<file path="config.mk">
export PLATFORM = sky130hd
export DESIGN_NAME = ext_cap_regs
export DESIGN_NICKNAME = d
export VERILOG_FILES = /design/src/ext_cap_pkg.sv /design/src/ext_cap_regs.sv
export SDC_FILE = /design/constraint.sdc
export NUM_CORES = 1
export LEC_CHECK = 0
export BUFFER_PORTS_ARGS = -buffer_cell sky130_fd_sc_hd__buf_4
export CAP_MARGIN = 20
export CORE_AREA = 2 2 250 252
export DETAILED_ROUTE_END_ITERATION = 8
export DIE_AREA = 0 0 252 254
export SLEW_MARGIN = 20
export SYNTH_ARGS = -nofsm -noshare
export SYNTH_HDL_FRONTEND = slang
export SYNTH_SLANG_ARGS = --single-unit
export TNS_END_PERCENT = 1
</file>
<file path="constraint.sdc">
create_clock -name aclk -period 11.45 [get_ports aclk]
set_clock_uncertainty 0.2 [all_clocks]
set_input_delay 0.5725 -clock aclk [delete_from_list [all_inputs] [get_ports aclk]]
set_output_delay 0.5725 -clock aclk [all_outputs]
set_load 0.02 [all_outputs]
</file>
<file path="src/ext_cap_pkg.sv">
/*
 * Constants for the extended-capability register bank: byte offsets,
 * field positions, reset values and fixed identifier fields.
 * Assumes a 12-bit configuration byte address and 32-bit data.
 */
package ext_cap_pkg;
	// register byte offsets
	localparam logic [11:0] CORR_STATUS_OFF = 12'h110;
	localparam logic [11:0] CORR_MASK_OFF   = 12'h114;
	localparam logic [11:0] ERR_CTL_OFF     = 12'h118;
	localparam logic [11:0] HDR_LOG1_OFF    = 12'h11C;
	localparam logic [11:0] HDR_LOG2_OFF    = 12'h120;
	localparam logic [11:0] HDR_LOG3_OFF    = 12'h124;
	localparam logic [11:0] HDR_LOG4_OFF    = 12'h128;
	localparam logic [11:0] LOG_CTL_OFF     = 12'h130;
	localparam logic [11:0] SER_CAP_OFF     = 12'h180;
	localparam logic [11:0] SER_LO_OFF      = 12'h184;
	localparam logic [11:0] SER_HI_OFF      = 12'h188;
	localparam logic [11:0] VC_CAP_OFF      = 12'h200;
	// correctable event bit positions in status and mask
	localparam int RX_ERR_POS   = 0;
	localparam int BAD_TLP_POS  = 6;
	localparam int BAD_DLLP_POS = 7;
	localparam int RPL_ROLL_POS = 8;
	localparam int RPL_TO_POS   = 12;
	localparam int ADV_NF_POS   = 13;
	localparam logic [31:0] CORR_BITS     = 32'h0000_31C1;
	localparam logic [31:0] CORR_MASK_RST = 32'h0000_2000;
	// error control fields
	localparam int FEP_LSB      = 0;
	localparam int GEN_CAP_POS  = 5;
	localparam int GEN_EN_POS   = 6;
	localparam int CHK_CAP_POS  = 7;
	localparam int CHK_EN_POS   = 8;
	localparam logic GEN_CAP_RST = 1'b1;
	localparam logic CHK_CAP_RST = 1'b1;
	// capability header fields
	localparam int CAP_VER_LSB = 16;
	localparam int NEXT_PTR_LSB = 20;
	localparam logic [15:0] SER_CAP_ID  = 16'h0003;
	localparam logic [15:0] VC_CAP_ID   = 16'h0002;
	localparam logic [3:0]  CAP_VERSION = 4'h1;
	localparam logic [11:0] SER_NEXT_RST = 12'h200;
	localparam logic [11:0] VC_NEXT_RST  = 12'h000;
	// axi responses
	localparam logic [1:0] RESP_OKAY   = 2'b00;
	localparam logic [1:0] RESP_SLVERR = 2'b10;
endpackage

</file>
<file path="src/ext_cap_regs.sv">
/*
 * Extended-capability register bank of one switch port: correctable
 * error status and mask, error control, header log, serial number and
 * virtual channel capability headers, behind an AXI4-Lite slave.
 * Assumes event, header and unlock inputs come from logic on aclk.
 * aresetn is the power-on reset; port_reset restores non-sticky fields to their reset values.
 */
`timescale 1ns/1ps
module ext_cap_regs (
	// clock and resets
	input  wire logic        aclk,
	input  wire logic        aresetn,
	input  wire logic        port_reset,
	// axi4-lite write address and data
	input  wire logic [11:0] awaddr,
	input  wire logic        awvalid,
	output logic             awready,
	input  wire logic [31:0] wdata,
	input  wire logic [3:0]  wstrb,
	input  wire logic        wvalid,
	output logic             wready,
	// axi4-lite write response
	output logic [1:0]       bresp,
	output logic             bvalid,
	input  wire logic        bready,
	// axi4-lite read
	input  wire logic [11:0] araddr,
	input  wire logic        arvalid,
	output logic             arready,
	output logic [31:0]      rdata,
	output logic [1:0]       rresp,
	output logic             rvalid,
	input  wire logic        rready,
	// correctable events: rx, bad tlp, bad dllp, rollover, timeout, advisory
	input  wire logic [5:0]  corr_evt,
	// first uncorrectable error with its header
	input  wire logic        ue_valid,
	input  wire logic [4:0]  ue_bit,
	input  wire logic [31:0] ue_hdr1,
	input  wire logic [31:0] ue_hdr2,
	input  wire logic [31:0] ue_hdr3,
	input  wire logic [31:0] ue_hdr4,
	// opens lockable fields, e.g. during configuration loading
	input  wire logic        cfg_unlock,
	// upstream report and datapath controls
	output logic             corr_report,
	output logic [31:0]      corr_report_bits,
	output logic             ecrc_gen_on,
	output logic             ecrc_chk_on
);
	logic        awready_q, wready_q, bvalid_q, arready_q, rvalid_q;
	logic [1:0]  bresp_q, rresp_q;
	logic [31:0] rdata_q;
	logic        aw_have_q, w_have_q;
	logic [11:0] aw_addr_q;
	logic [31:0] w_data_q;
	logic [3:0]  w_strb_q;
	logic        aw_take, w_take, ar_take, wr_fire;
	logic [31:0] wmask, evt_vec;
	logic [31:0] status_q, mask_q;
	logic [4:0]  first_error_pointer_q;
	logic        ecrc_gen_capable_q, ecrc_gen_enable_q;
	logic        ecrc_check_capable_q, ecrc_check_enable_q;
	logic [31:0] header_log_word_q [4];
	logic        log_held_q;
	logic [11:0] ser_next_q, vc_next_q;
	logic [31:0] serial_number_word_q [2];
	logic        report_q;
	logic [31:0] report_bits_q;
	logic [31:0] rd_word;
	logic        rd_hit, wr_hit;

	// outputs straight from flops
	assign awready          = awready_q;
	assign wready           = wready_q;
	assign bvalid           = bvalid_q;
	assign bresp            = bresp_q;
	assign arready          = arready_q;
	assign rvalid           = rvalid_q;
	assign rdata            = rdata_q;
	assign rresp            = rresp_q;
	assign corr_report      = report_q;
	assign corr_report_bits = report_bits_q;
	assign ecrc_gen_on      = ecrc_gen_enable_q;
	assign ecrc_chk_on      = ecrc_check_enable_q;

	// handshakes
	assign aw_take = awvalid & awready_q;
	assign w_take  = wvalid & wready_q;
	assign ar_take = arvalid & arready_q;
	assign wr_fire = aw_have_q & w_have_q & ~bvalid_q;
	assign wmask   = {{8{w_strb_q[3]}}, {8{w_strb_q[2]}},
		{8{w_strb_q[1]}}, {8{w_strb_q[0]}}};

	// spread the six event inputs onto their status positions
	always_comb
	begin
		evt_vec                           = 32'h0000_0000;
		evt_vec[ext_cap_pkg::RX_ERR_POS]   = corr_evt[0];
		evt_vec[ext_cap_pkg::BAD_TLP_POS]  = corr_evt[1];
		evt_vec[ext_cap_pkg::BAD_DLLP_POS] = corr_evt[2];
		evt_vec[ext_cap_pkg::RPL_ROLL_POS] = corr_evt[3];
		evt_vec[ext_cap_pkg::RPL_TO_POS]   = corr_evt[4];
		evt_vec[ext_cap_pkg::ADV_NF_POS]   = corr_evt[5];
	end

	// write address channel, held until the write is done
	always_ff @(posedge aclk)
	begin
		if (!aresetn)
		begin
			aw_have_q <= 1'b0;
			awready_q <= 1'b0;
			aw_addr_q <= 12'h000;
		end
		else if (aw_take)
		begin
			aw_have_q <= 1'b1;
			awready_q <= 1'b0;
			aw_addr_q <= awaddr;
		end
		else if (wr_fire)
		begin
			aw_have_q <= 1'b0;
			awready_q <= 1'b1;
		end
		else if (!aw_have_q)
			awready_q <= 1'b1;
	end

	// write data channel, taken independently of the address
	always_ff @(posedge aclk)
	begin
		if (!aresetn)
		begin
			w_have_q <= 1'b0;
			wready_q <= 1'b0;
			w_data_q <= 32'h0000_0000;
			w_strb_q <= 4'h0;
		end
		else if (w_take)
		begin
			w_have_q <= 1'b1;
			wready_q <= 1'b0;
			w_data_q <= wdata;
			w_strb_q <= wstrb;
		end
		else if (wr_fire)
		begin
			w_have_q <= 1'b0;
			wready_q <= 1'b1;
		end
		else if (!w_have_q)
			wready_q <= 1'b1;
	end

	// write decode: any mapped offset answers okay
	always_comb
	begin
		unique case (aw_addr_q)
			ext_cap_pkg::CORR_STATUS_OFF, ext_cap_pkg::CORR_MASK_OFF,
			ext_cap_pkg::ERR_CTL_OFF, ext_cap_pkg::HDR_LOG1_OFF,
			ext_cap_pkg::HDR_LOG2_OFF, ext_cap_pkg::HDR_LOG3_OFF,
			ext_cap_pkg::HDR_LOG4_OFF, ext_cap_pkg::LOG_CTL_OFF,
			ext_cap_pkg::SER_CAP_OFF, ext_cap_pkg::SER_LO_OFF,
			ext_cap_pkg::SER_HI_OFF, ext_cap_pkg::VC_CAP_OFF: wr_hit = 1'b1;
			default: wr_hit = 1'b0;
		endcase
	end

	// write response
	always_ff @(posedge aclk)
	begin
		if (!aresetn)
		begin
			bvalid_q <= 1'b0;
			bresp_q  <= ext_cap_pkg::RESP_OKAY;
		end
		else if (wr_fire)
		begin
			bvalid_q <= 1'b1;
			bresp_q  <= wr_hit ? ext_cap_pkg::RESP_OKAY : ext_cap_pkg::RESP_SLVERR;
		end
		else if (bready)
			bvalid_q <= 1'b0;
	end

	// correctable status: event set wins over write-one-clear
	always_ff @(posedge aclk)
	begin
		if (!aresetn)
			status_q <= 32'h0000_0000;
		else if (wr_fire && aw_addr_q == ext_cap_pkg::CORR_STATUS_OFF)
			status_q <= ((status_q & ~(w_data_q & wmask)) | evt_vec)
				& ext_cap_pkg::CORR_BITS;
		else
			status_q <= status_q | evt_vec;
	end

	// correctable mask, sticky across port reset
	always_ff @(posedge aclk)
	begin
		if (!aresetn)
			mask_q <= ext_cap_pkg::CORR_MASK_RST;
		else if (wr_fire && aw_addr_q == ext_cap_pkg::CORR_MASK_OFF)
			mask_q <= ((mask_q & ~wmask) | (w_data_q & wmask))
				& ext_cap_pkg::CORR_BITS;
	end

	// upstream report carries only unmasked events
	always_ff @(posedge aclk)
	begin
		if (!aresetn)
		begin
			report_q      <= 1'b0;
			report_bits_q <= 32'h0000_0000;
		end
		else
		begin
			report_q      <= |(evt_vec & ~mask_q);
			report_bits_q <= evt_vec & ~mask_q;
		end
	end

	// sticky ecrc enables
	always_ff @(posedge aclk)
	begin
		if (!aresetn)
		begin
			ecrc_gen_enable_q   <= 1'b0;
			ecrc_check_enable_q <= 1'b0;
		end
		else if (wr_fire && aw_addr_q == ext_cap_pkg::ERR_CTL_OFF && w_strb_q[0])
			ecrc_gen_enable_q <= w_data_q[ext_cap_pkg::GEN_EN_POS];
		if (aresetn && wr_fire && aw_addr_q == ext_cap_pkg::ERR_CTL_OFF && w_strb_q[1])
			ecrc_check_enable_q <= w_data_q[ext_cap_pkg::CHK_EN_POS];
	end

	// lockable, non-sticky capability bits and next pointers
	always_ff @(posedge aclk)
	begin
		if (!aresetn || port_reset)
		begin
			ecrc_gen_capable_q   <= ext_cap_pkg::GEN_CAP_RST;
			ecrc_check_capable_q <= ext_cap_pkg::CHK_CAP_RST;
			ser_next_q           <= ext_cap_pkg::SER_NEXT_RST;
			vc_next_q            <= ext_cap_pkg::VC_NEXT_RST;
		end
		else if (wr_fire && cfg_unlock)
		begin
			if (aw_addr_q == ext_cap_pkg::ERR_CTL_OFF && w_strb_q[0])
				ecrc_gen_capable_q <= w_data_q[ext_cap_pkg::GEN_CAP_POS];
			if (aw_addr_q == ext_cap_pkg::ERR_CTL_OFF && w_strb_q[0])
				ecrc_check_capable_q <= w_data_q[ext_cap_pkg::CHK_CAP_POS];
			if (aw_addr_q == ext_cap_pkg::SER_CAP_OFF && (&w_strb_q[3:2]))
				ser_next_q <= w_data_q[31:ext_cap_pkg::NEXT_PTR_LSB];
			if (aw_addr_q == ext_cap_pkg::VC_CAP_OFF && (&w_strb_q[3:2]))
				vc_next_q <= w_data_q[31:ext_cap_pkg::NEXT_PTR_LSB];
		end
	end

	// serial number words, lockable and sticky
	always_ff @(posedge aclk)
	begin
		if (!aresetn)
		begin
			serial_number_word_q[0] <= 32'h0000_0000;
			serial_number_word_q[1] <= 32'h0000_0000;
		end
		else if (wr_fire && cfg_unlock)
		begin
			if (aw_addr_q == ext_cap_pkg::SER_LO_OFF)
				serial_number_word_q[0] <= (serial_number_word_q[0] & ~wmask)
					| (w_data_q & wmask);
			if (aw_addr_q == ext_cap_pkg::SER_HI_OFF)
				serial_number_word_q[1] <= (serial_number_word_q[1] & ~wmask)
					| (w_data_q & wmask);
		end
	end

	// first uncorrectable error capture; release by writing one to log control
	always_ff @(posedge aclk)
	begin
		if (!aresetn)
		begin
			log_held_q            <= 1'b0;
			first_error_pointer_q <= 5'h00;
			for (int i = 0; i < 4; i++)
				header_log_word_q[i] <= 32'h0000_0000;
		end
		else if (ue_valid && !log_held_q)
		begin
			log_held_q            <= 1'b1; // release wins over capture; an error in the release cycle is lost
			first_error_pointer_q <= ue_bit;
			header_log_word_q[0]  <= ue_hdr1;
			header_log_word_q[1]  <= ue_hdr2;
			header_log_word_q[2]  <= ue_hdr3;
			header_log_word_q[3]  <= ue_hdr4;
		end
		else if (wr_fire && aw_addr_q == ext_cap_pkg::LOG_CTL_OFF && w_strb_q[0]
			&& w_data_q[0])
			log_held_q <= 1'b0;
	end

	// read mux; reserved bits stay zero
	always_comb
	begin
		rd_word = 32'h0000_0000;
		rd_hit  = 1'b1;
		unique case (araddr)
			ext_cap_pkg::CORR_STATUS_OFF: rd_word = status_q;
			ext_cap_pkg::CORR_MASK_OFF:   rd_word = mask_q;
			ext_cap_pkg::ERR_CTL_OFF:
			begin
				rd_word[ext_cap_pkg::FEP_LSB +: 5]  = first_error_pointer_q;
				rd_word[ext_cap_pkg::GEN_CAP_POS]   = ecrc_gen_capable_q;
				rd_word[ext_cap_pkg::GEN_EN_POS]    = ecrc_gen_enable_q;
				rd_word[ext_cap_pkg::CHK_CAP_POS]   = ecrc_check_capable_q;
				rd_word[ext_cap_pkg::CHK_EN_POS]    = ecrc_check_enable_q;
			end
			ext_cap_pkg::HDR_LOG1_OFF: rd_word = header_log_word_q[0];
			ext_cap_pkg::HDR_LOG2_OFF: rd_word = header_log_word_q[1];
			ext_cap_pkg::HDR_LOG3_OFF: rd_word = header_log_word_q[2];
			ext_cap_pkg::HDR_LOG4_OFF: rd_word = header_log_word_q[3];
			ext_cap_pkg::LOG_CTL_OFF:  rd_word[0] = log_held_q;
			ext_cap_pkg::SER_CAP_OFF:
				rd_word = {ser_next_q, ext_cap_pkg::CAP_VERSION,
					ext_cap_pkg::SER_CAP_ID};
			ext_cap_pkg::SER_LO_OFF: rd_word = serial_number_word_q[0];
			ext_cap_pkg::SER_HI_OFF: rd_word = serial_number_word_q[1];
			ext_cap_pkg::VC_CAP_OFF:
				rd_word = {vc_next_q, ext_cap_pkg::CAP_VERSION,
					ext_cap_pkg::VC_CAP_ID};
			default: rd_hit = 1'b0;
		endcase
	end

	// read channel: one read at a time, answered the cycle after it is taken
	always_ff @(posedge aclk)
	begin
		if (!aresetn)
		begin
			arready_q <= 1'b0;
			rvalid_q  <= 1'b0;
			rdata_q   <= 32'h0000_0000;
			rresp_q   <= ext_cap_pkg::RESP_OKAY;
		end
		else if (ar_take)
		begin
			arready_q <= 1'b0;
			rvalid_q  <= 1'b1;
			rdata_q   <= rd_word;
			rresp_q   <= rd_hit ? ext_cap_pkg::RESP_OKAY : ext_cap_pkg::RESP_SLVERR;
		end
		else if (rvalid_q && rready)
			rvalid_q <= 1'b0;
		else if (!rvalid_q)
			arready_q <= 1'b1;
	end
endmodule

</file>
After elaboration in Yosys (flattened, before gate mapping)
Memories as Yosys holds them, arrays and structs flattened.
Index checks and enable logic that the tools add are counted.
Operators by class
  eq/ne operators: 27
  multiplexer cells: 41
  bitwise gates (word level): 29
  reduce and logical (&&, ||, !) cells: 37
Operators by type and width (count)
  12-bit by 9-bit equality test with 1-bit output (second input constant): 22
  23-bit one-hot mux with 10 select lines: 1
  32-bit 2-to-1 mux: 6
  32-bit AND: 3
  8-bit one-hot mux with 10 select lines: 1
  32-bit bitwise OR: 2
  14-bit by 32-bit AND with 32-bit output: 1
  14-bit NOT with 32-bit output: 1
  32-bit NOT: 1
  32-bit by 14-bit bitwise OR with 32-bit output: 1
  32-bit OR reduction: 1
  1-bit 2-to-1 mux: 29
  14-bit AND: 2
  14-bit bitwise OR: 2
  12-bit by 10-bit equality test with 1-bit output (second input constant): 2
  12-bit OR reduction: 2
  1-bit logical AND: 16
  14-bit 2-to-1 mux: 1
  14-bit NOT: 1
  1-bit one-hot mux with 11 select lines: 1
  2-bit AND reduction: 5
  2-bit nonzero test: 5
  2-bit OR reduction: 5
  2-bit by 1-bit inequality test with 1-bit output (second input constant): 3
  6 further kinds: 20
Storage, ports and cells
  register bits after elaboration: 196
  memory bits (writable): 192
  input port bits: 209
  output and inout bits: 76
  memories kept: 2
Memories
  header_log_word_q: depth 4, bits a word 32, rd ports 4, clocked after Yosys merged registers in 0, write ports 4, line ext_cap_regs.sv:64  | logic [31:0] header_log_word_q [4];
  serial_number_word_q: depth 2, bits a word 32, rd ports 2, clocked after Yosys merged registers in 0, write ports 2, line ext_cap_regs.sv:67  | logic [31:0] serial_number_word_q [2];

Logic depth before layout (Yosys ltp)
Gate-level depths: netlist (run 1).
  word-level depth: 7
  depth in mapped cells: 8
  depth with buffers taken out: 5

Least setup slack after synthesis (run 1)
OpenSTA, ideal clock, no wires.
  kind: flip-flop to flip-flop
  from: register bvalid_q (netlist: bvalid)
  to: memory serial_number_word_q[1][0] (netlist: serial_number_word_q[0][32]) (enable)
  library setup time: 466 ps
  arrival: 3457 ps
  required time: 10784 ps
  path slack: 7327 ps
  stages on the path, launching flop included: 6
  path through: dfxtp_1 and3b_1 clkbuf_1 nand3_1 or2_2 o21ai_0
RTL lines
  from (decl): line ext_cap_regs.sv:51  | logic awready_q, wready_q, bvalid_q, arready_q, rvalid_q;
  from (signal assigned): line ext_cap_regs.sv:176  | bvalid_q <= 1'b0;
  from (signal assigned): line ext_cap_regs.sv:181  | bvalid_q <= 1'b1;
  from (signal assigned): line ext_cap_regs.sv:185  | bvalid_q <= 1'b0;
  to (decl): line ext_cap_regs.sv:67

==> results.sh, run 1 <==
export IMPL_routed_wirelength_um=55400
export IMPL_path_clk_slew_ns=0.06
export IMPL_worstSetupPathType="reg -> reg"
export IMPL_avgSynthCellArea_sq_um=10.4
export IMPL_dieHeight_um=254
export IMPL_numPortBuffers=256
export IMPL_maxCapViolCount=0
export IMPL_syn_area_sq_mm=0.0152
export IMPL_final_core_util_pct=31.4
export IMPL_grt_remaining_overflow=0
export IMPL_fmax_ghz=0.334
export IMPL_num_vias=12100
export IMPL_initial_core_util_pct=24.8
export IMPL_maxSlewHeadroom_pct=30.7
export IMPL_antenna_left=0
export IMPL_p_leak_uw=0.00698
export IMPL_clk_path_buf_depth=3
export IMPL_drc=0
export IMPL_setup_viol=0
export IMPL_yosysMostFrequentCell="nand2_1"
export IMPL_synthXorXnorAreaFrac_pct=0.0576
export IMPL_core_sq_mm=0.0613
export IMPL_rsz0062_at_grt="no"
export IMPL_synth_edf_count=193
export IMPL_antenna_found_initial=0
export IMPL_synth_compound_area_share_pct=16.4
export IMPL_n_antenna_cell=0
export IMPL_worstSetupEndpointType="register"
export IMPL_fin_setup_tns_ns=0
export IMPL_post_drt_via_cell_ratio=4.86
export IMPL_powerDensity_mw_per_mm2=156
export IMPL_gp_congestion=0.883
export IMPL_drt_iter0_drc=910
export IMPL_cts_tree="built"
export IMPL_die_area_sq_mm=0.0640
export IMPL_synthSimpleGateAreaFrac_pct=20.6
export IMPL_drv_slew=0
export IMPL_grt_max_degree=87
export IMPL_fin_nets=1880
export IMPL_ctsResizeCount=0
export IMPL_netlist_instances=1457
export IMPL_synth_seq_area_share_pct=56.7
export IMPL_synthToLayoutAreaGrowth_pct=26.4
export IMPL_groute_usage_overall_pct=16.9
export IMPL_synth_top_family_by_area="simple AND/OR/NAND/NOR gates"
export IMPL_synth_top_area_share_pct=38.1
export IMPL_io_pins=285
export IMPL_drive_gt1_share_pct=22.8
export IMPL_ys_types=78
export IMPL_h_tree_depth=2
export IMPL_async_flop_share_pct=0
export IMPL_die_w_um=252
export IMPL_irDropWorstVdd_uv=96.6
export IMPL_cp_start_kind="register"
export IMPL_critPathRequiredTime_ns=11.46
export IMPL_ys_ff_latch=334
export IMPL_cts_sinks=334
export IMPL_hold_class="in -> reg"
export IMPL_rows=91
export IMPL_clockRootBuffer="clkbuf_16"
export IMPL_cp_max_fo=66
export IMPL_tightestPinTransition_ns=1.04
export IMPL_cts_buffers=40
export IMPL_yosys_area_share_adder_pct=0
export IMPL_period_share_pct=26.2
export IMPL_worst_slack_ns=8.45
export IMPL_ys_flop_type="edfxtp_1"
export IMPL_synth_area_leader_cell="edfxtp_1"
export IMPL_grt_pass1_vias=12200
export IMPL_synthMuxAreaShare_pct=1.46
export IMPL_finalHoldViolations=0
export IMPL_yosys_top_cells_count="nand2_1, edfxtp_1, a21oi_1, dfxtp_1, and2_1"
export IMPL_wl_per_cell_um=22.2
export IMPL_clock_latency_ns=0.59
export IMPL_preCtsSetupSlack_ns=8.02
export IMPL_grt_pass1_wl_um=79600
export IMPL_dp_hpwl_um=40900
export IMPL_period_needed_ns=3.00
export IMPL_ys_warn_count=0
export IMPL_ys_top_cells_by_area="edfxtp_1, dfxtp_1, and2_1, nand2_1, a21oi_1"
export IMPL_status="complete, no violations"
export IMPL_cp_arrival_ns=3.00
export IMPL_firstDrtPassIters=5
-- per-layer routing --
metal	wire length (um)	GRT usage (%)	up-vias
met1	21800	20.3	5975
met5	0	0	-
met4	1430	5.49	0
met3	3890	3.15	68
li1	-	-	5637
met2	28300	30.4	441
-- logic make-up after synthesis --
logic type / after synthesis
mux: 22
buf+inv: 146
other cells: 1
simple gates: 582
xor+xnor: 1
flops: 334
compound gates: 371
-- through the flow --
step           instance area [sq um]  hold WS (ns)  power (uW)  instances
2_1_floorplan                  15300         0.228        1520       1484
3_3_place_gp                   17700         0.239        1640       2413
3_5_place_dp                   17700         0.243        1640       2413
4_1_cts                        19200        0.0171        3040       2492
5_1_grt                        19200        0.0431        3110       2493
6_report                       19200        0.0575        3000       2493
-- state kept, by name, indices dropped and copies added (netlist names), 12 cells and up, named ones only --
name,count
header_log_word_q,128
serial_number_word_q,64
rdata,32
w_data_q,32
aw_addr_q,12
ser_next_q,12
vc_next_q,12
-- layout by cell type, fill, tap and decap left out, types with 8 or more instances in the layout --
| cell type | n |
|---|---|
| buf_4 | 275 |
| nand2_1 | 215 |
| edfxtp_1 | 193 |
| a21oi_1 | 157 |
| dfxtp_1 | 141 |
| and2_1 | 133 |
| nand2b_1 | 59 |
| a22oi_1 | 46 |
| nor2_1 | 45 |
| clkbuf_16 | 42 |
| conb_1 | 28 |
| o21ai_0 | 25 |
| a22o_1 | 25 |
| nand3b_1 | 23 |
| nor3_1 | 21 |
| mux2i_1 | 21 |
| nand3_1 | 17 |
| o2bb2ai_1 | 16 |
| a221oi_1 | 15 |
| nand4_1 | 13 |
| a211oi_1 | 9 |
| o21ai_1 | 9 |
| nor2b_1 | 8 |
| inv_1 | 8 |
| a32oi_1 | 8 |
| clkinv_2 | 8 |
-- power breakdown --
part / leakage (uW) / switching, uW / internal, uW / total [uW]
combinational: 0.00308 / 132 / 95.0 / 227
clock: 0.000693 / 556 / 828 / 1380
sequential: 0.00320 / 52.9 / 1340 / 1390
-- critical path: stages (launching register included) --
cell	delay [ns]
dfxtp_1	0.39
nand2b_1	0.23
and2_0	0.29
inv_4	0.64
buf_4	0.77
-- timing repair --
action / 4_1_cts / 5_1_grt
setup buffers: 0 / 0
hold endpoints to repair: 5 / 0
hold buffers: 5 / 0
-- area by class of cell --
class / count / area, sq um
fillers: 6313 / 42000
repair buffers: 280 / 2110
multi-input cells: 1004 / 6000
inverters: 11 / 43.8
well taps: 790 / 988
clock buffers: 46 / 1090
flip-flops and latches: 334 / 8620
clock inverters: 28 / 357
-- worst paths after layout --
kind	startpoint	end	slack, ns	cells after the start
min reg2reg	rdata[22]	rdata[22]	0.25	2
min	ue_hdr1[28]	header_log_word_q[0][28]	0.06	2
max	log_held_q	header_log_word_q[3][17]	8.45	4
max reg2reg	log_held_q	header_log_word_q[3][17]	8.45	4
Note: power is estimated with default switching activity, not from simulation.
==> run 2: changes to the inputs <==
- clock period: 11.45 -> 2.65 ns (I/O delays scaled with it)
==> run 2 against run 1 <==
Routed wire length is 6.1% higher. Sequential cell count stayed put. Final cell count is 12% higher. Sequential share of layout area is 5.8 points lower. Critical endpoint is now rdata[24].
==> results.sh, run 2 (synthesized netlist as in run 1, its figures left out) <==
export IMPL_cts_tree="built"
export IMPL_dp_hpwl_um=41300
export IMPL_largest_register="header_log_word_q"
export IMPL_top_regs="header_log_word_q: 128 flops, serial_number_word_q: 64 flops"
export IMPL_drive_gt1_share_pct=21.2
export IMPL_critPathRequiredTime_ns=2.96
export IMPL_post_drt_via_cell_ratio=4.80
export IMPL_worstSetupEndpointType="register"
export IMPL_cts_sinks=334
export IMPL_crit_chain="dlygate4sd3_1 > buf_4 > nor4_2 > dlygate4sd3_1 > nand3_1 > dlygate4sd3_1 > a21oi_1 > a211oi_1 > o21ai_0"
export IMPL_postLayoutCellArea_sq_mm=0.0221
export IMPL_num_vias=13400
export IMPL_hold_class="in -> reg"
export IMPL_irDropWorstVdd_uv=413
export IMPL_worstSetupPathType="in -> reg"
export IMPL_clk_path_buf_depth=3
export IMPL_clock_latency_ns=0.58
export IMPL_gp_congestion=0.895
export IMPL_min_from="araddr[1]"
export IMPL_maxCapViolCount=0
export IMPL_fin_nets=2182
export IMPL_pwr_share_comb_pct=10.6
export IMPL_grt_max_degree=129
export IMPL_antenna_left=0
export IMPL_swShare_pct=24.7
export IMPL_min_to="rdata[2]"
export IMPL_cts_setup_buffers=0
export IMPL_firstDrtPassIters=9
export IMPL_fmax_ghz=0.394
export IMPL_rsz0062_at_grt="no"
export IMPL_finalHoldViolations=0
export IMPL_r2r_start="awready"
export IMPL_intPower_uw=9730
export IMPL_cp_common_cell="dlygate4sd3_1"
export IMPL_die_w_um=252
export IMPL_grt_pass1_wl_um=85100
export IMPL_rows=91
export IMPL_seqPwrFrac_pct=46.3
export IMPL_grt_remaining_overflow=0
export IMPL_layout_commonest_cell="buf_4"
export IMPL_drc=0
export IMPL_cp_slowest_cell="dlygate4sd3_1"
export IMPL_power_frac_clock_pct=43.2
export IMPL_period_needed_ns=2.54
export IMPL_place_area_sq_mm=0.0181
export IMPL_path_buf_inv=4
export IMPL_cp_top_family="buffers and inverters"
export IMPL_path_clk_slew_ns=0.07
export IMPL_period_share_pct=95.7
export IMPL_tightestPinTransition_ns=0.894
export IMPL_cts_buffers=39
export IMPL_antenna_found_initial=2
export IMPL_r2r_end="aw_addr_q[9]"
export IMPL_r2r_slack_ns=0.18
export IMPL_fin_setup_tns_ns=0
export IMPL_status="complete, no violations"
export IMPL_max_stage_delay_ns=0.62
export IMPL_drt_iter0_drc=933
export IMPL_dieHeight_um=254
export IMPL_cp_arrival_ns=2.84
export IMPL_numPortBuffers=256
export IMPL_routed_wirelength_um=58800
export IMPL_die_area_sq_mm=0.0640
export IMPL_cp_start_kind="input port"
export IMPL_cp_max_fo=3
export IMPL_setup_viol=0
export IMPL_wl_per_cell_um=21.0
export IMPL_drv_slew=0
export IMPL_maxSlewHeadroom_pct=40.4
export IMPL_power_switching_uw=3200
export IMPL_initial_core_util_pct=24.8
export IMPL_p_leak_uw=0.00834
export IMPL_reg2reg_depth=5
export IMPL_h_tree_depth=2
export IMPL_final_cell_mix="buf_4, dlygate4sd3_1, nand2_1"
export IMPL_clockRootBuffer="clkbuf_16"
export IMPL_grt_pass1_vias=13800
export IMPL_powerDensity_mw_per_mm2=585
export IMPL_synthToLayoutAreaGrowth_pct=45.2
export IMPL_largest_reg_flops=128
export IMPL_io_pins=285
export IMPL_groute_usage_overall_pct=17.9
export IMPL_hold_depth=5
export IMPL_core_sq_mm=0.0613
run 2: cell types whose count changed in the layout (fill, tap and decap cells not counted), moves of 3 or more:
| cell | before | now |
|---|---|---|
| clkbuf_1 | 2 | 6 |
| buf_4 | 275 | 316 |
| clkinvlp_4 | 6 | 3 |
| dlygate4sd3_1 | 5 | 262 |
| buf_12 | 0 | 5 |
| clkinv_1 | 2 | 5 |
| clkbuf_16 | 42 | 39 |
run 2: power groups by stage:
stage,Combinational [uW],Sequential [uW],Clock [uW]
finish,1360,5980,5580
global route,1470,6000,5890
CTS,1350,5980,5690
detailed placement,1050,6080,0
global placement,1040,6090,0
floorplan,550,6000,0
run 2: how the worst max path moves through the flow:
stage / from / to / slack (ns) / cells past startpoint
6_report: araddr[10] / rdata[24] / 0.11 / 9
5_1_grt: araddr[10] / rdata[24] / 0.0003 / 9
3_5_place_dp: araddr[4] / rdata[14] / 0.17 / 6
4_1_cts: araddr[10] / rdata[24] / 0.04 / 9
2_1_floorplan: log_held_q / header_log_word_q[0][0] / -0.51 / 4
3_3_place_gp: araddr[6] / rdata[18] / 0.21 / 6
run 2: cell type report:
type	instances	area (sq um)
antenna	2	5.00
tap	790	988
timing repair buffer	583	5090
fill	6039	39200
clock buffer	49	1050
multi-input combinational	1004	6000
inverter	11	45.0
clock inverter	23	267
sequential	334	8620
run 2: worst reg2reg max path: stages (launching register included):
cell and delay [ns]:
dfxtp_1 0.36, and2_1 0.43, nand2_1 0.10, dlygate4sd3_1 0.58, a21oi_1 0.14, dlygate4sd3_1 0.59
run 2: what timing repair did:
action	4_1_cts	5_1_grt
endpoints found under the hold margin	214	0
hold buffers	262	0
setup endpoints to repair	0	2
resized for setup	0	2
run 2: per-layer routing:
metal	global-route usage (%)	share of wire (%)	vias up
met4	7.00	3.3	0
met2	32.1	51	510
met1	21.4	40	6551
met5	0	0	-
met3	2.93	5.9	95
li1	-	-	6262
run 2: through the flow:
| stage | std cells | hold slack, ns | setup slack (ns) | total power (uW) | utilization (%) |
|---|---|---|---|---|---|
| 5_1_grt | 2796 | 0.0634 | 0.000262 | 13400 | 36.0 |
| 2_1_floorplan | 1484 | 0.0580 | -0.511 | 6550 | - |
| 3_3_place_gp | 2460 | 0.165 | 0.205 | 7130 | 29.6 |
| 6_report | 2796 | 0.0538 | 0.113 | 12900 | 36.0 |
| 3_5_place_dp | 2460 | 0.162 | 0.173 | 7140 | 29.6 |
| 4_1_cts | 2794 | 0.0178 | 0.0365 | 13000 | 36.0 |
==> run 3: changes to the inputs <==
- CORE_AREA: 2 2 250 252 -> 2 2 279 226
- DIE_AREA: 0 0 252 254 -> 0 0 281 228
==> run 3 against run 2 <==
Die area about the same. Worst hold slack improved by 0.020 ns. Utilization decreased by 0.23 points. Clock power decreased by 6.6%. Sequential cell count unchanged. Final area about the same. Register-to-register slack about the same. Final cell count increased by 1.9%. Combinational power about the same. Sequential power about the same.
==> results.sh, run 3 (synthesized netlist as in run 1, its figures left out) <==
export IMPL_power_frac_clock_pct=41.4
export IMPL_path_buf_inv=1
export IMPL_grt_pass1_vias=13600
export IMPL_largest_reg_flops=128
export IMPL_io_pins=285
export IMPL_irDropWorstVdd_uv=518
export IMPL_antenna_found_initial=2
export IMPL_rsz0062_at_grt="no"
export IMPL_status="complete, no violations"
export IMPL_swShare_pct=25.1
export IMPL_largest_register="header_log_word_q"
export IMPL_maxSlewHeadroom_pct=43.3
export IMPL_final_cell_mix="buf_4, dlygate4sd3_1, nand2_1"
export IMPL_grt_pass1_wl_um=85400
export IMPL_cp_slowest_cell="or3_2"
export IMPL_die_area_sq_mm=0.0641
export IMPL_path_clk_slew_ns=0.06
export IMPL_maxCapViolCount=0
export IMPL_cp_top_family="simple AND/OR/NAND/NOR gates"
export IMPL_gp_congestion=0.855
export IMPL_drc=0
export IMPL_drive_gt1_share_pct=21.1
export IMPL_seqPwrFrac_pct=47.7
export IMPL_drt_iter0_drc=1041
export IMPL_period_needed_ns=2.47
export IMPL_drv_slew=0
export IMPL_intPower_uw=9430
export IMPL_finalHoldViolations=0
export IMPL_cp_max_fo=64
export IMPL_routed_wirelength_um=58800
export IMPL_powerDensity_mw_per_mm2=569
export IMPL_p_leak_uw=0.00830
export IMPL_setup_viol=0
export IMPL_dp_hpwl_um=41700
export IMPL_numPortBuffers=256
export IMPL_rows=82
export IMPL_dieHeight_um=228
export IMPL_groute_usage_overall_pct=18.0
export IMPL_instances_no_fill=2848
export IMPL_tightestPinTransition_ns=0.843
export IMPL_fin_nets=2184
export IMPL_cts_sinks=334
export IMPL_grt_max_degree=105
export IMPL_cts_tree="built"
export IMPL_fmax_ghz=0.404
export IMPL_cp_start_kind="register"
export IMPL_clockRootBuffer="clkbuf_16"
export IMPL_clock_latency_ns=0.56
export IMPL_grt_remaining_overflow=0
export IMPL_cts_setup_buffers=0
export IMPL_layout_commonest_cell="buf_4"
export IMPL_h_tree_depth=2
export IMPL_firstDrtPassIters=7
export IMPL_final_core_util_pct=35.8
export IMPL_crit_chain="and3b_1 > nand3_1 > or2_2 > or3_2 > buf_12 > a21oi_1"
export IMPL_max_stage_delay_ns=0.50
export IMPL_timing_hold_ws_ns=0.0742
export IMPL_post_drt_via_cell_ratio=4.75
export IMPL_num_vias=13500
export IMPL_pwr_share_comb_pct=10.9
export IMPL_clk_path_buf_depth=3
export IMPL_worstSetupPathType="reg -> reg"
export IMPL_initial_core_util_pct=24.7
export IMPL_die_w_um=281
export IMPL_worstSetupEndpointType="register"
export IMPL_cts_buffers=39
export IMPL_hold_class="in -> reg"
export IMPL_cp_arrival_ns=2.67
export IMPL_placedCellCount=2516
export IMPL_period_share_pct=93.3
export IMPL_core_sq_mm=0.0617
export IMPL_power_switching_uw=3150
export IMPL_antenna_left=0
export IMPL_top_regs="header_log_word_q: 128 flops, serial_number_word_q: 64 flops"
export IMPL_wl_per_cell_um=20.7
export IMPL_synthToLayoutAreaGrowth_pct=45.3
export IMPL_critPathRequiredTime_ns=2.84
run 3: changes by cell type in the layout (fill, tap and decap cells not counted), moves of 3 or more:
cell,change
dlygate4sd3_1,-4
buf_12,+4
bufinv_16,-4
clkinvlp_4,+3
inv_6,-4
clkbuf_1,+5
run 3: what timing repair did:
action / in CTS / in global routing
endpoints found under the setup margin: 0 / 1
resized for setup: 0 / 1
endpoints found under the hold margin: 211 / 0
hold buffers: 258 / 0
run 3: layer usage:
layer | wire length, um | vias up | track usage, %
met4 | 2400 | 2 | 7.57
met5 | 13 | - | 0
met2 | 28000 | 531 | 29.9
met3 | 4130 | 130 | 3.66
li1 | - | 6263 | -
met1 | 24300 | 6603 | 22.6
run 3: power by group through the flow:
| stage | logic [uW] | clock network [uW] | registers, uW |
|---|---|---|---|
| 3_5_place_dp | 1070 | 0 | 6100 |
| 2_1_floorplan | 550 | 0 | 6000 |
| 3_3_place_gp | 1050 | 0 | 6100 |
| 6_report | 1370 | 5210 | 6000 |
| 4_1_cts | 1360 | 5330 | 6000 |
| 5_1_grt | 1470 | 5540 | 6020 |
run 3: cell type report:
class	count	area, sq um
fill	6121	39600
sequential	334	8620
multi-input combinational	1004	5990
timing repair buffer	585	5150
clock buffer	55	1110
tap	840	1050
clock inverter	17	110
inverter	11	45.0
antenna	2	5.00
run 3: final timing paths:
path,startpoint,endpoint,slack [ns],depth (start not counted)
setup / recovery,w_have_q,serial_number_word_q[0][58],0.18,6
hold / removal,araddr[1],rdata[3],0.07,6
setup reg to reg,w_have_q,serial_number_word_q[0][58],0.18,6
hold reg to reg,rdata[20],rdata[20],0.25,2
run 3: tightest hold or removal path, stage by stage:
cell	delay (ns)
buf_4	0.10
nor2_1	0.09
nand3_1	0.12
a211oi_1	0.06
o31ai_1	0.22
a21oi_1	0.06
run 3: stage by stage:
| stage | power [uW] | setup slack (ns) | area, sq um | TNS, ns |
|---|---|---|---|---|
| after floorplan | 6550 | -0.511 | 15300 | -77.39 |
| after global placement | 7160 | 0.116 | 18300 | 0 |
| after detailed placement | 7170 | 0.107 | 18300 | 0 |
| after CTS | 12700 | 0.147 | 22100 | 0 |
| after global routing | 13000 | 0.0226 | 22100 | 0 |
| final | 12600 | 0.176 | 22100 | 0 |
